[config.mk]
export PLATFORM = sky130hd
export DESIGN_NAME = ulp_uart_lowpower
export DESIGN_NICKNAME = d
export VERILOG_FILES = /design/src/ulp_pkg.sv /design/src/ulp_uart_lowpower.sv
export SDC_FILE = /design/constraint.sdc
export NUM_CORES = 1
export LEC_CHECK = 0
export ABC_CLOCK_PERIOD_IN_PS = 11500
export BUFFER_PORTS_ARGS = -buffer_cell sky130_fd_sc_hd__buf_2
export CORE_AREA = 2 2 159 145
export DETAILED_ROUTE_END_ITERATION = 6
export DIE_AREA = 0 0 161 147
export PLACE_DENSITY = 0.92
export SLEW_MARGIN = 20
export SYNTH_ARGS = -nofsm -noshare
export SYNTH_HDL_FRONTEND = slang
export SYNTH_SLANG_ARGS = --single-unit
[constraint.sdc]
create_clock -name clk_sys_in -period 11.5 [get_ports clk_sys_in]
set_clock_uncertainty 0.2 [all_clocks]
set_input_delay 2.3 -clock clk_sys_in [delete_from_list [all_inputs] [get_ports clk_sys_in]]
set_output_delay 2.3 -clock clk_sys_in [all_outputs]
set_load 0.02 [all_outputs]
[src/ulp_pkg.sv]
// What this block does
// - sleep stops every port clock, held low
// - sleep abandons the character being sent
// - serial output held high during sleep
// - sleep abandons the character being received
// - sleep leaves registers and buffers unchanged
// - armed wake: falling input edge raises rx flag
// - wake flag ignores the rx interrupt selection
// - wake leaves sleep only if rx enabled
// - wake event needs the global port enable
// - idle: run if halt bit 0, stop if 1
// - unimplemented register bits read as zero
// - baud is clock over 16 times (divisor+1)
// - rx fifo cleared by reset, kept through sleep
package ulp_pkg;
  localparam int NPORT = 2;
  localparam int RX_DEPTH = 4;
  // register indices, byte address is four times the index
  localparam logic [9:0] IDX_P1_MODE = 10'h20c;
  localparam logic [9:0] IDX_P1_STA = 10'h20e;
  localparam logic [9:0] IDX_P1_TX = 10'h210;
  localparam logic [9:0] IDX_P1_RX = 10'h212;
  localparam logic [9:0] IDX_P1_BRG = 10'h214;
  localparam logic [9:0] IDX_P2_MODE = 10'h216;
  localparam logic [9:0] IDX_P2_STA = 10'h218;
  localparam logic [9:0] IDX_P2_TX = 10'h21a;
  localparam logic [9:0] IDX_P2_RX = 10'h21c;
  localparam logic [9:0] IDX_P2_BRG = 10'h21e;
  localparam logic [9:0] IDX_IRQ_STATUS = 10'h220;
  localparam logic [9:0] IDX_IRQ_CLEAR = 10'h222;
  localparam logic [9:0] IDX_IRQ_ENABLE = 10'h224;
  // mode register fields
  localparam int MODE_EN_BIT = 15;
  localparam int MODE_HALT_BIT = 13;
  localparam int MODE_WAKE_BIT = 7;
  localparam int MODE_LOOP_BIT = 6;
  localparam logic [15:0] MODE_WR_MASK = 16'ha0c0;
  localparam logic [15:0] MODE_RST = 16'h0000;
  // status register fields
  localparam int STA_TXEN_BIT = 10;
  localparam int STA_TXBF_BIT = 9;
  localparam int STA_SHIFTER_EMPTY_FLAG_BIT = 8;
  localparam int STA_RXISEL_LSB = 6;
  localparam int STA_RECEIVER_IDLE_FLAG_BIT = 4;
  localparam int STA_FRAMING_ERROR_FLAG_BIT = 2;
  localparam int STA_OVERRUN_ERROR_FLAG_BIT = 1;
  localparam int STA_RX_DATA_AVAILABLE_FLAG_BIT = 0;
  localparam logic [15:0] STA_WR_MASK = 16'h04c0;
  localparam logic [15:0] STA_RST = 16'h0110;
  localparam logic [15:0] BRG_RST = 16'h0000;
  localparam logic [15:0] RX_RST = 16'h0000;
  // bit timing: sixteen ticks per bit, sample at the middle
  localparam logic [3:0] TICK_LAST = 4'hf;
  localparam logic [3:0] TICK_HALF = 4'h7;
  localparam logic [2:0] BIT_LAST = 3'h7;
  localparam logic [2:0] SIZE_WORD = 3'h2;
  localparam logic [2:0] FIFO_3 = 3'h3;
  localparam logic [2:0] FIFO_4 = 3'h4;
  typedef struct packed {
    logic en;
    logic halt_idle;
    logic wake;
    logic loop;
  } ulp_mode_t;
  typedef enum logic [1:0] {PH_IDLE, PH_START, PH_DATA, PH_STOP} ulp_phase_t;
endpackage

[src/ulp_uart_lowpower.sv]
`timescale 1ns/1ps
`default_nettype none
module ulp_uart_lowpower
  import ulp_pkg::*;
(
  // clock and reset
  input  wire logic             clk_sys_in,
  input  wire logic             srst_in,
  // ahb-lite slave
  input  wire logic             hsel_in,
  input  wire logic [31:0]      haddr_in,
  input  wire logic [1:0]       htrans_in,
  input  wire logic             hwrite_in,
  input  wire logic [2:0]       hsize_in,
  input  wire logic [31:0]      hwdata_in,
  input  wire logic             hready_in,
  output logic      [31:0]      hrdata_out,
  output logic                  hreadyout_out,
  output logic                  hresp_out,
  // power state
  input  wire logic             sleep_in,
  input  wire logic             idle_in,
  output logic                  wake_out,
  // serial pins
  input  wire logic [NPORT-1:0] serial_in_pin_in,
  output logic      [NPORT-1:0] serial_out_pin_out,
  // interrupt
  output logic                  irq_out
);
  logic             bus_wr_ff;
  logic [9:0]       bus_idx_ff;
  logic [31:0]      hrdata_ff;
  logic [2*NPORT-1:0] irq_sta_ff;
  logic [2*NPORT-1:0] irq_en_ff;
  logic             wake_ff;
  logic             nxt_bus_wr;
  logic [9:0]       nxt_bus_idx;
  logic [31:0]      nxt_hrdata;
  logic [2*NPORT-1:0] nxt_irq_sta;
  logic [2*NPORT-1:0] nxt_irq_en;
  logic             nxt_wake;
  logic             acc_ok;
  logic             rd_acc;
  logic [9:0]       acc_idx;
  logic [15:0]      wdata;
  logic [NPORT-1:0] ev_rx;
  logic [NPORT-1:0] ev_tx;
  logic [NPORT-1:0] ev_wake;
  logic [15:0]      rd_mode [NPORT];
  logic [15:0]      rd_sta [NPORT];
  logic [15:0]      rd_rx [NPORT];
  logic [15:0]      rd_brg [NPORT];

  assign acc_ok = hsel_in && hready_in && htrans_in[1] && (hsize_in == SIZE_WORD)
                  && (haddr_in[31:12] == 20'h00000) && (haddr_in[1:0] == 2'h0);
  assign rd_acc = acc_ok && !hwrite_in;
  assign acc_idx = haddr_in[11:2];
  assign wdata = hwdata_in[15:0];

  // bus slave, read data registered in the address phase
  always_comb
  begin
    nxt_bus_wr = acc_ok && hwrite_in;
    nxt_bus_idx = acc_idx;
    nxt_hrdata = 32'h00000000;
    if (rd_acc)
    begin
      for (int p = 0; p < NPORT; p++)
      begin
        if (acc_idx == ((p == 0) ? IDX_P1_MODE : IDX_P2_MODE))
          nxt_hrdata = {16'h0000, rd_mode[p]};
        if (acc_idx == ((p == 0) ? IDX_P1_STA : IDX_P2_STA))
          nxt_hrdata = {16'h0000, rd_sta[p]};
        if (acc_idx == ((p == 0) ? IDX_P1_RX : IDX_P2_RX))
          nxt_hrdata = {16'h0000, rd_rx[p]};
        if (acc_idx == ((p == 0) ? IDX_P1_BRG : IDX_P2_BRG))
          nxt_hrdata = {16'h0000, rd_brg[p]};
      end
      if (acc_idx == IDX_IRQ_STATUS)
        nxt_hrdata = {{(32-2*NPORT){1'b0}}, irq_sta_ff};
      if (acc_idx == IDX_IRQ_ENABLE)
        nxt_hrdata = {{(32-2*NPORT){1'b0}}, irq_en_ff};
    end
    // sticky flags, a new event wins over a clear
    nxt_irq_sta = irq_sta_ff;
    if (bus_wr_ff && bus_idx_ff == IDX_IRQ_CLEAR)
      nxt_irq_sta = irq_sta_ff & ~wdata[2*NPORT-1:0];
    nxt_irq_en = irq_en_ff;
    if (bus_wr_ff && bus_idx_ff == IDX_IRQ_ENABLE)
      nxt_irq_en = wdata[2*NPORT-1:0];
    nxt_wake = 1'b0;
    for (int p = 0; p < NPORT; p++)
    begin
      nxt_irq_sta[2*p] = nxt_irq_sta[2*p] | ev_rx[p] | ev_wake[p];
      nxt_irq_sta[2*p+1] = nxt_irq_sta[2*p+1] | ev_tx[p];
      if (ev_wake[p] && irq_en_ff[2*p])
        nxt_wake = 1'b1;
    end
  end

  always_ff @(posedge clk_sys_in)
  begin
    if (srst_in)
    begin
      bus_wr_ff <= 1'b0;
      bus_idx_ff <= 10'h000;
      hrdata_ff <= 32'h00000000;
      irq_sta_ff <= '0;
      irq_en_ff <= '0;
      wake_ff <= 1'b0;
    end
    else
    begin
      bus_wr_ff <= nxt_bus_wr;
      bus_idx_ff <= nxt_bus_idx;
      hrdata_ff <= nxt_hrdata;
      irq_sta_ff <= nxt_irq_sta;
      irq_en_ff <= nxt_irq_en;
      wake_ff <= nxt_wake;
    end
  end

  assign hrdata_out = hrdata_ff;
  assign hreadyout_out = 1'b1;
  assign hresp_out = 1'b0;
  assign irq_out = |(irq_sta_ff & irq_en_ff);
  assign wake_out = wake_ff;

  for (genvar p = 0; p < NPORT; p++)
  begin : g_port
    localparam logic [9:0] I_MODE = (p == 0) ? IDX_P1_MODE : IDX_P2_MODE;
    localparam logic [9:0] I_STA = (p == 0) ? IDX_P1_STA : IDX_P2_STA;
    localparam logic [9:0] I_TX = (p == 0) ? IDX_P1_TX : IDX_P2_TX;
    localparam logic [9:0] I_RX = (p == 0) ? IDX_P1_RX : IDX_P2_RX;
    localparam logic [9:0] I_BRG = (p == 0) ? IDX_P1_BRG : IDX_P2_BRG;
    logic [15:0] mode_ff, nxt_mode;
    logic [15:0] ctl_ff, nxt_ctl;
    logic [15:0] brg_ff, nxt_brg;
    logic [15:0] div_ff, nxt_div;
    logic        tick_ff, nxt_tick;
    logic [7:0]  txh_ff, nxt_txh;
    logic        txh_full_ff, nxt_txh_full;
    ulp_phase_t  tx_ph_ff, nxt_tx_ph;
    logic [7:0]  tx_sh_ff, nxt_tx_sh;
    logic [2:0]  tx_bit_ff, nxt_tx_bit;
    logic [3:0]  tx_cnt_ff, nxt_tx_cnt;
    logic        ser_ff, nxt_ser;
    ulp_phase_t  rx_ph_ff, nxt_rx_ph;
    logic [7:0]  rx_sh_ff, nxt_rx_sh;
    logic [2:0]  rx_bit_ff, nxt_rx_bit;
    logic [3:0]  rx_cnt_ff, nxt_rx_cnt;
    logic [8:0]  fifo_ff [RX_DEPTH];
    logic [8:0]  nxt_fifo [RX_DEPTH];
    logic [1:0]  wp_ff, nxt_wp;
    logic [1:0]  rp_ff, nxt_rp;
    logic [2:0]  cnt_ff, nxt_cnt;
    logic        overrun_error_flag_ff, nxt_overrun_error_flag;
    logic        sync1_ff, sync2_ff, prev_ff;
    logic        rx_line;
    logic        fall;
    logic        run;
    logic        pop;
    logic        push;
    logic        tx_load;
    ulp_mode_t   m;

    assign m = '{en: mode_ff[MODE_EN_BIT], halt_idle: mode_ff[MODE_HALT_BIT],
                 wake: mode_ff[MODE_WAKE_BIT], loop: mode_ff[MODE_LOOP_BIT]};
    // clocks stop in sleep, and in idle when halting is selected
    assign run = m.en && !sleep_in && !(idle_in && m.halt_idle);
    assign rx_line = m.loop ? ser_ff : sync2_ff;
    assign fall = prev_ff && !rx_line;
    assign pop = rd_acc && (acc_idx == I_RX) && (cnt_ff != 3'h0);
    // edge watch runs on the free system clock, not the stopped port clock
    assign ev_wake[p] = sleep_in && m.wake && m.en && fall;

    always_comb
    begin
      nxt_mode = mode_ff;
      nxt_ctl = ctl_ff;
      nxt_brg = brg_ff;
      nxt_txh = txh_ff;
      nxt_txh_full = txh_full_ff;
      nxt_overrun_error_flag = overrun_error_flag_ff;
      push = 1'b0;
      tx_load = 1'b0;
      if (bus_wr_ff && bus_idx_ff == I_MODE)
        nxt_mode = wdata & MODE_WR_MASK;
      if (bus_wr_ff && bus_idx_ff == I_STA)
      begin
        nxt_ctl = wdata & STA_WR_MASK;
        if (!wdata[STA_OVERRUN_ERROR_FLAG_BIT])
          nxt_overrun_error_flag = 1'b0;
      end
      if (bus_wr_ff && bus_idx_ff == I_BRG)
        nxt_brg = wdata;
      if (bus_wr_ff && bus_idx_ff == I_TX && !txh_full_ff)
      begin
        nxt_txh = wdata[7:0];
        nxt_txh_full = 1'b1;
      end
      // baud tick every brg+1 cycles, held low while stopped
      nxt_div = 16'h0000;
      nxt_tick = 1'b0;
      if (run)
      begin
        if (div_ff >= brg_ff)
          nxt_tick = 1'b1;
        else
          nxt_div = div_ff + 16'h0001;
      end
      // transmitter
      nxt_tx_ph = tx_ph_ff;
      nxt_tx_sh = tx_sh_ff;
      nxt_tx_bit = tx_bit_ff;
      nxt_tx_cnt = tx_cnt_ff;
      if (!run)
        nxt_tx_ph = PH_IDLE;
      else if (tx_ph_ff == PH_IDLE)
      begin
        if (ctl_ff[STA_TXEN_BIT] && txh_full_ff && tick_ff)
        begin
          tx_load = 1'b1;
          nxt_tx_sh = txh_ff;
          nxt_txh_full = 1'b0;
          nxt_tx_ph = PH_START;
          nxt_tx_cnt = 4'h0;
          nxt_tx_bit = 3'h0;
        end
      end
      else if (tick_ff)
      begin
        nxt_tx_cnt = tx_cnt_ff + 4'h1;
        if (tx_cnt_ff == TICK_LAST)
        begin
          case (tx_ph_ff)
            PH_START: nxt_tx_ph = PH_DATA;
            PH_DATA:
            begin
              nxt_tx_sh = {1'b0, tx_sh_ff[7:1]};
              nxt_tx_bit = tx_bit_ff + 3'h1;
              if (tx_bit_ff == BIT_LAST)
                nxt_tx_ph = PH_STOP;
            end
            default: nxt_tx_ph = PH_IDLE;
          endcase
        end
      end
      nxt_ser = 1'b1;
      if (run && tx_ph_ff == PH_START)
        nxt_ser = 1'b0;
      else if (run && tx_ph_ff == PH_DATA)
        nxt_ser = tx_sh_ff[0];
      // receiver
      nxt_rx_ph = rx_ph_ff;
      nxt_rx_sh = rx_sh_ff;
      nxt_rx_bit = rx_bit_ff;
      nxt_rx_cnt = rx_cnt_ff;
      if (!run)
        nxt_rx_ph = PH_IDLE;
      else if (rx_ph_ff == PH_IDLE)
      begin
        if (!rx_line)
        begin
          nxt_rx_ph = PH_START;
          nxt_rx_cnt = 4'h0;
          nxt_rx_bit = 3'h0;
        end
      end
      else if (tick_ff)
      begin
        nxt_rx_cnt = rx_cnt_ff + 4'h1;
        case (rx_ph_ff)
          PH_START:
          begin
            if (rx_cnt_ff == TICK_HALF)
            begin
              nxt_rx_cnt = 4'h0;
              nxt_rx_ph = rx_line ? PH_IDLE : PH_DATA;
            end
          end
          PH_DATA:
          begin
            if (rx_cnt_ff == TICK_LAST)
            begin
              nxt_rx_sh = {rx_line, rx_sh_ff[7:1]};
              nxt_rx_bit = rx_bit_ff + 3'h1;
              if (rx_bit_ff == BIT_LAST)
                nxt_rx_ph = PH_STOP;
            end
          end
          default:
          begin
            if (rx_cnt_ff == TICK_LAST)
            begin
              nxt_rx_ph = PH_IDLE;
              if (cnt_ff == FIFO_4)
                nxt_overrun_error_flag = 1'b1;
              else if (!overrun_error_flag_ff)
                push = 1'b1;
            end
          end
        endcase
      end
      // fifo keeps its words through sleep, only reset clears it
      nxt_fifo = fifo_ff;
      nxt_wp = wp_ff;
      nxt_rp = rp_ff;
      if (push)
      begin
        nxt_fifo[wp_ff] = {!rx_line, rx_sh_ff};
        nxt_wp = wp_ff + 2'h1;
      end
      if (pop)
        nxt_rp = rp_ff + 2'h1;
      nxt_cnt = cnt_ff + {2'h0, push} - {2'h0, pop};
    end

    // selection applies to normal reception only
    always_comb
    begin
      case (ctl_ff[STA_RXISEL_LSB+1:STA_RXISEL_LSB])
        2'h2: ev_rx[p] = push && (nxt_cnt == FIFO_3);
        2'h3: ev_rx[p] = push && (nxt_cnt == FIFO_4);
        default: ev_rx[p] = push;
      endcase
    end

    assign ev_tx[p] = tx_load;
    assign rd_mode[p] = mode_ff;
    assign rd_sta[p] = ctl_ff | {5'h00, 1'b0, txh_full_ff, tx_ph_ff == PH_IDLE,
                                 2'h0, 1'b0, rx_ph_ff == PH_IDLE, 1'b0,
                                 fifo_ff[rp_ff][8], overrun_error_flag_ff, cnt_ff != 3'h0};
    assign rd_rx[p] = {8'h00, fifo_ff[rp_ff][7:0]};
    assign rd_brg[p] = brg_ff;
    assign serial_out_pin_out[p] = ser_ff;

    always_ff @(posedge clk_sys_in)
    begin
      if (srst_in)
      begin
        mode_ff <= MODE_RST;
        ctl_ff <= STA_RST & STA_WR_MASK;
        brg_ff <= BRG_RST;
        div_ff <= 16'h0000;
        tick_ff <= 1'b0;
        txh_ff <= 8'h00;
        txh_full_ff <= 1'b0;
        tx_ph_ff <= PH_IDLE;
        tx_sh_ff <= 8'h00;
        tx_bit_ff <= 3'h0;
        tx_cnt_ff <= 4'h0;
        ser_ff <= 1'b1;
        rx_ph_ff <= PH_IDLE;
        rx_sh_ff <= 8'h00;
        rx_bit_ff <= 3'h0;
        rx_cnt_ff <= 4'h0;
        for (int i = 0; i < RX_DEPTH; i++)
          fifo_ff[i] <= RX_RST[8:0];
        wp_ff <= 2'h0;
        rp_ff <= 2'h0;
        cnt_ff <= 3'h0;
        overrun_error_flag_ff <= 1'b0;
        sync1_ff <= 1'b1;
        sync2_ff <= 1'b1;
        prev_ff <= 1'b1;
      end
      else
      begin
        mode_ff <= nxt_mode;
        ctl_ff <= nxt_ctl;
        brg_ff <= nxt_brg;
        div_ff <= nxt_div;
        tick_ff <= nxt_tick;
        txh_ff <= nxt_txh;
        txh_full_ff <= nxt_txh_full;
        tx_ph_ff <= nxt_tx_ph;
        tx_sh_ff <= nxt_tx_sh;
        tx_bit_ff <= nxt_tx_bit;
        tx_cnt_ff <= nxt_tx_cnt;
        ser_ff <= nxt_ser;
        rx_ph_ff <= nxt_rx_ph;
        rx_sh_ff <= nxt_rx_sh;
        rx_bit_ff <= nxt_rx_bit;
        rx_cnt_ff <= nxt_rx_cnt;
        fifo_ff <= nxt_fifo;
        wp_ff <= nxt_wp;
        rp_ff <= nxt_rp;
        cnt_ff <= nxt_cnt;
        overrun_error_flag_ff <= nxt_overrun_error_flag;
        sync1_ff <= serial_in_pin_in[p];
        sync2_ff <= sync1_ff;
        prev_ff <= rx_line;
      end
    end
  end
endmodule
`default_nettype wire

==> results.cfg <==
[sta]
tns_ns = 0
whs_ns = 0.211
finalMaxSlewViolations = 0
slew_headroom = 0.271
setup_ws_ns = 5.61
period_share = 0.512
setup_viol = 0
fin_crit_ns = 5.89
hold_viol = 0
worstMarginPinSlew_ns = 1.09
rsz0062_at_grt = false
fmax_mhz = 170

[routing]
vias = 11900
wl_mm = 36.4
first_pass_iters = 7
remaining_drc_errors = 1
detail_route.wl_per_cell_um = 19.0
avgViaCountPerCell = 6.19
drt_iter0_markers = 1295
postRouteAntennaNets = 0

[placement]
preCtsSetupSlack_ns = 5.37
dp_hpwl_mm = 24.9
place.gp.congestion = 0.961
port_buffers = 80
place_inst = 1867

[final_layout]
instances_no_fill = 1918
diodes = 0
final_nets = 1752
area_growth_pct = 9.93
drive_gt1_frac = 0.112

[floorplanning]
row_count = 52
floorplan.initialDensity = 0.636
die_h_um = 147
io-pin-count = 116
fp.dieW_um = 161
core_area_sq_mm = 0.0221
dieArea_sq_mm = 0.0237

[min_path]
holdPathStages = 1
min_from = g_port[1].sync1_ff
hold_class = flop to flop
hold_end = g_port[1].sync2_ff

[job]
cap_violations = 0

[synthesis]
synth.avg_cell_area_sq_um = 8.99
ys_async_sr_fraction = 0
ys_warn_count = 0
synth_flop_cell = dfxtp_1
netlist_instances = 1566
synth_cell_types = 79
synth-seq-cells = 298
synth_area_sq_mm = 0.0141
synth_edf_count = 0
synth-seq-area-share = 0.424

[clocking]
cts_tree = built
numCtsBuffers = 29
clock_latency_ns = 0.55
ctsResizeCount = 0
cts_sinks = 298
clock_path_buffers = 3
h-tree-depth = 1
clk_pin_slew_worst_paths_ns = 0.06
post_cts_buffers = 0
cts_hold_buf = 0
root_buffer = clkbuf_16

[setup_path]
crit_path_end_kind = flop
timing.rr.end = irq_sta_ff[2]
r2r_slack_ns = 6.92
crit_type = input port to flop
worst-r2r-cell-count = 16
start_kind = input port
critPathMaxFanout = 6
r2r-start = g_port[1].rx_ph_ff[0]
required_ns = 11.78
crit_arrival_ns = 6.16

[grt]
grt_usage = 0.298
grt.overflow.total = 0
grt_max_degree = 87
grt_pass1_vias = 11400
grt_antenna_before_repair = 0
grt_first_pass_wirelength_mm = 57.5

[run_status]
outcome = finished, violations left
violations = design-rule violations

[power]
power_density_mw_per_mm2 = 134
vdd_drop_max_uv = 131
leakage_nw = 5.98
## logic make-up (layout without fill, tap and decap cells)
logic type / count (synthesis) / count (layout) / share of synthesized area
buffers and inverters: 163 / 202 / 0.0524
muxes: 123 / 123 / 0.104
adders and majority gates: 72 / 72 / 0.0651
and+or+nand+nor: 604 / 604 / 0.216
xor gates and xnor gates: 42 / 42 / 0.0261
DFF: 298 / 298 / 0.424
AOI/OAI and AO/OA: 262 / 262 / 0.112
other: 2 / 18 / 0.000534
## through the flow
| stage | cell area (sq um) | util | power (W) |
|---|---|---|---|
| global placement | 14500 | 0.655 | 0.00111 |
| floorplan | 14100 | - | 0.00110 |
| CTS | 15500 | 0.699 | 0.00208 |
| finish | 15500 | 0.699 | 0.00208 |
| detailed placement | 14500 | 0.655 | 0.00111 |
| global route | 15500 | 0.699 | 0.00212 |
## cell type report
class,count,area (sq um)
Clock buffer,41,831
Clock inverter,9,150
Fill cell,1562,6650
Inverter,64,240
Multi-Input combinational cell,1121,7450
Sequential cell,298,5970
Tap cell,297,372
Timing Repair Buffer,88,464
## critical path, cell delays in order
cell	delay (ns)
buf_2	0.15
nor4b_1	0.82
nand4_1	0.23
nor4_1	0.59
ha_1	0.35
inv_1	0.06
ha_1	0.15
fa_1	0.45
or4b_2	0.69
nand3_1	0.16
a221oi_1	0.11
nor2_1	0.10
## worst max-delay path by stage
stage                      from            end  slack (ns)  cells after the start
floorplan           haddr_in[3]  irq_sta_ff[2]        6.09                     12
detailed placement  haddr_in[7]  irq_sta_ff[2]        5.37                     12
global placement    haddr_in[7]  irq_sta_ff[2]        5.38                     12
CTS                 haddr_in[7]  irq_sta_ff[2]        5.82                     12
finish              haddr_in[7]  irq_sta_ff[2]        5.61                     12
global route        haddr_in[7]  irq_sta_ff[2]        5.55                     12
## registers in the layout (all words and copies together), names as in the netlist, 10 cells and up
register and cells:
bus_idx_ff 10, g_port.brg_ff 32, g_port.div_ff 32, g_port.fifo_ff 72
g_port.rx_sh_ff 16, g_port.tx_sh_ff 16, g_port.txh_ff 16, hrdata_out 16
## layer usage
metal  up-vias  part of all wire  track usage
met5         -                 0            0
met4         0             0.047        0.126
met3       138             0.094       0.0503
met2       630              0.47        0.498
met1      5606              0.39        0.383
li1       5497                 -            -
## placed cells by master (no fill, tap or decap), types with 7 or more instances in the layout
cell       instances
dfxtp_1          298
nor2_1           211
nand2_1          128
a21oi_1          123
mux2i_1          104
nand3_1           92
buf_2             79
ha_1              70
inv_1             64
o21ai_0           41
clkbuf_16         29
xor2_1            24
nand4_1           21
a211oi_1          19
xnor2_1           18
mux4_2            18
conb_1            18
nor2b_1           16
nor3_1            16
nand3b_1          16
a22oi_1           15
a21o_1            15
nand2b_1          14
nor4_1            12
and3_1            10
or3_1              7
a31oi_1            7
buf_4              7
## power breakdown
group / internal (W) / switching (W)
Combinational: 0.0000151 / 0.0000417
Clock: 0.000588 / 0.000395
Sequential: 0.00103 / 0.00000232
## synthesized netlist by cell type, types with 10 or more instances
master	instances	share of area
dfxtp_1	298	0.42
a21oi_1	123	0.044
a22oi_1	15	0.0080
a21o_1	15	0.0080
mux4_2	18	0.029
xor2_1	24	0.015
mux2i_1	104	0.074
nor2_1	211	0.056
o21ai_0	41	0.015
nand3_1	92	0.033
clkbuf_1	61	0.016
a211oi_1	19	0.010
buf_2	11	0.0039
nand2_1	128	0.034
inv_1	64	0.017
buf_4	21	0.011
nand3b_1	16	0.0085
nand4_1	21	0.0093
nor3_1	16	0.0057
xnor2_1	18	0.011
ha_1	70	0.062
and3_1	10	0.0044
nor2b_1	16	0.0071
nand2b_1	14	0.0062
nor4_1	12	0.0053
Power figures use the tool's default switching activity.
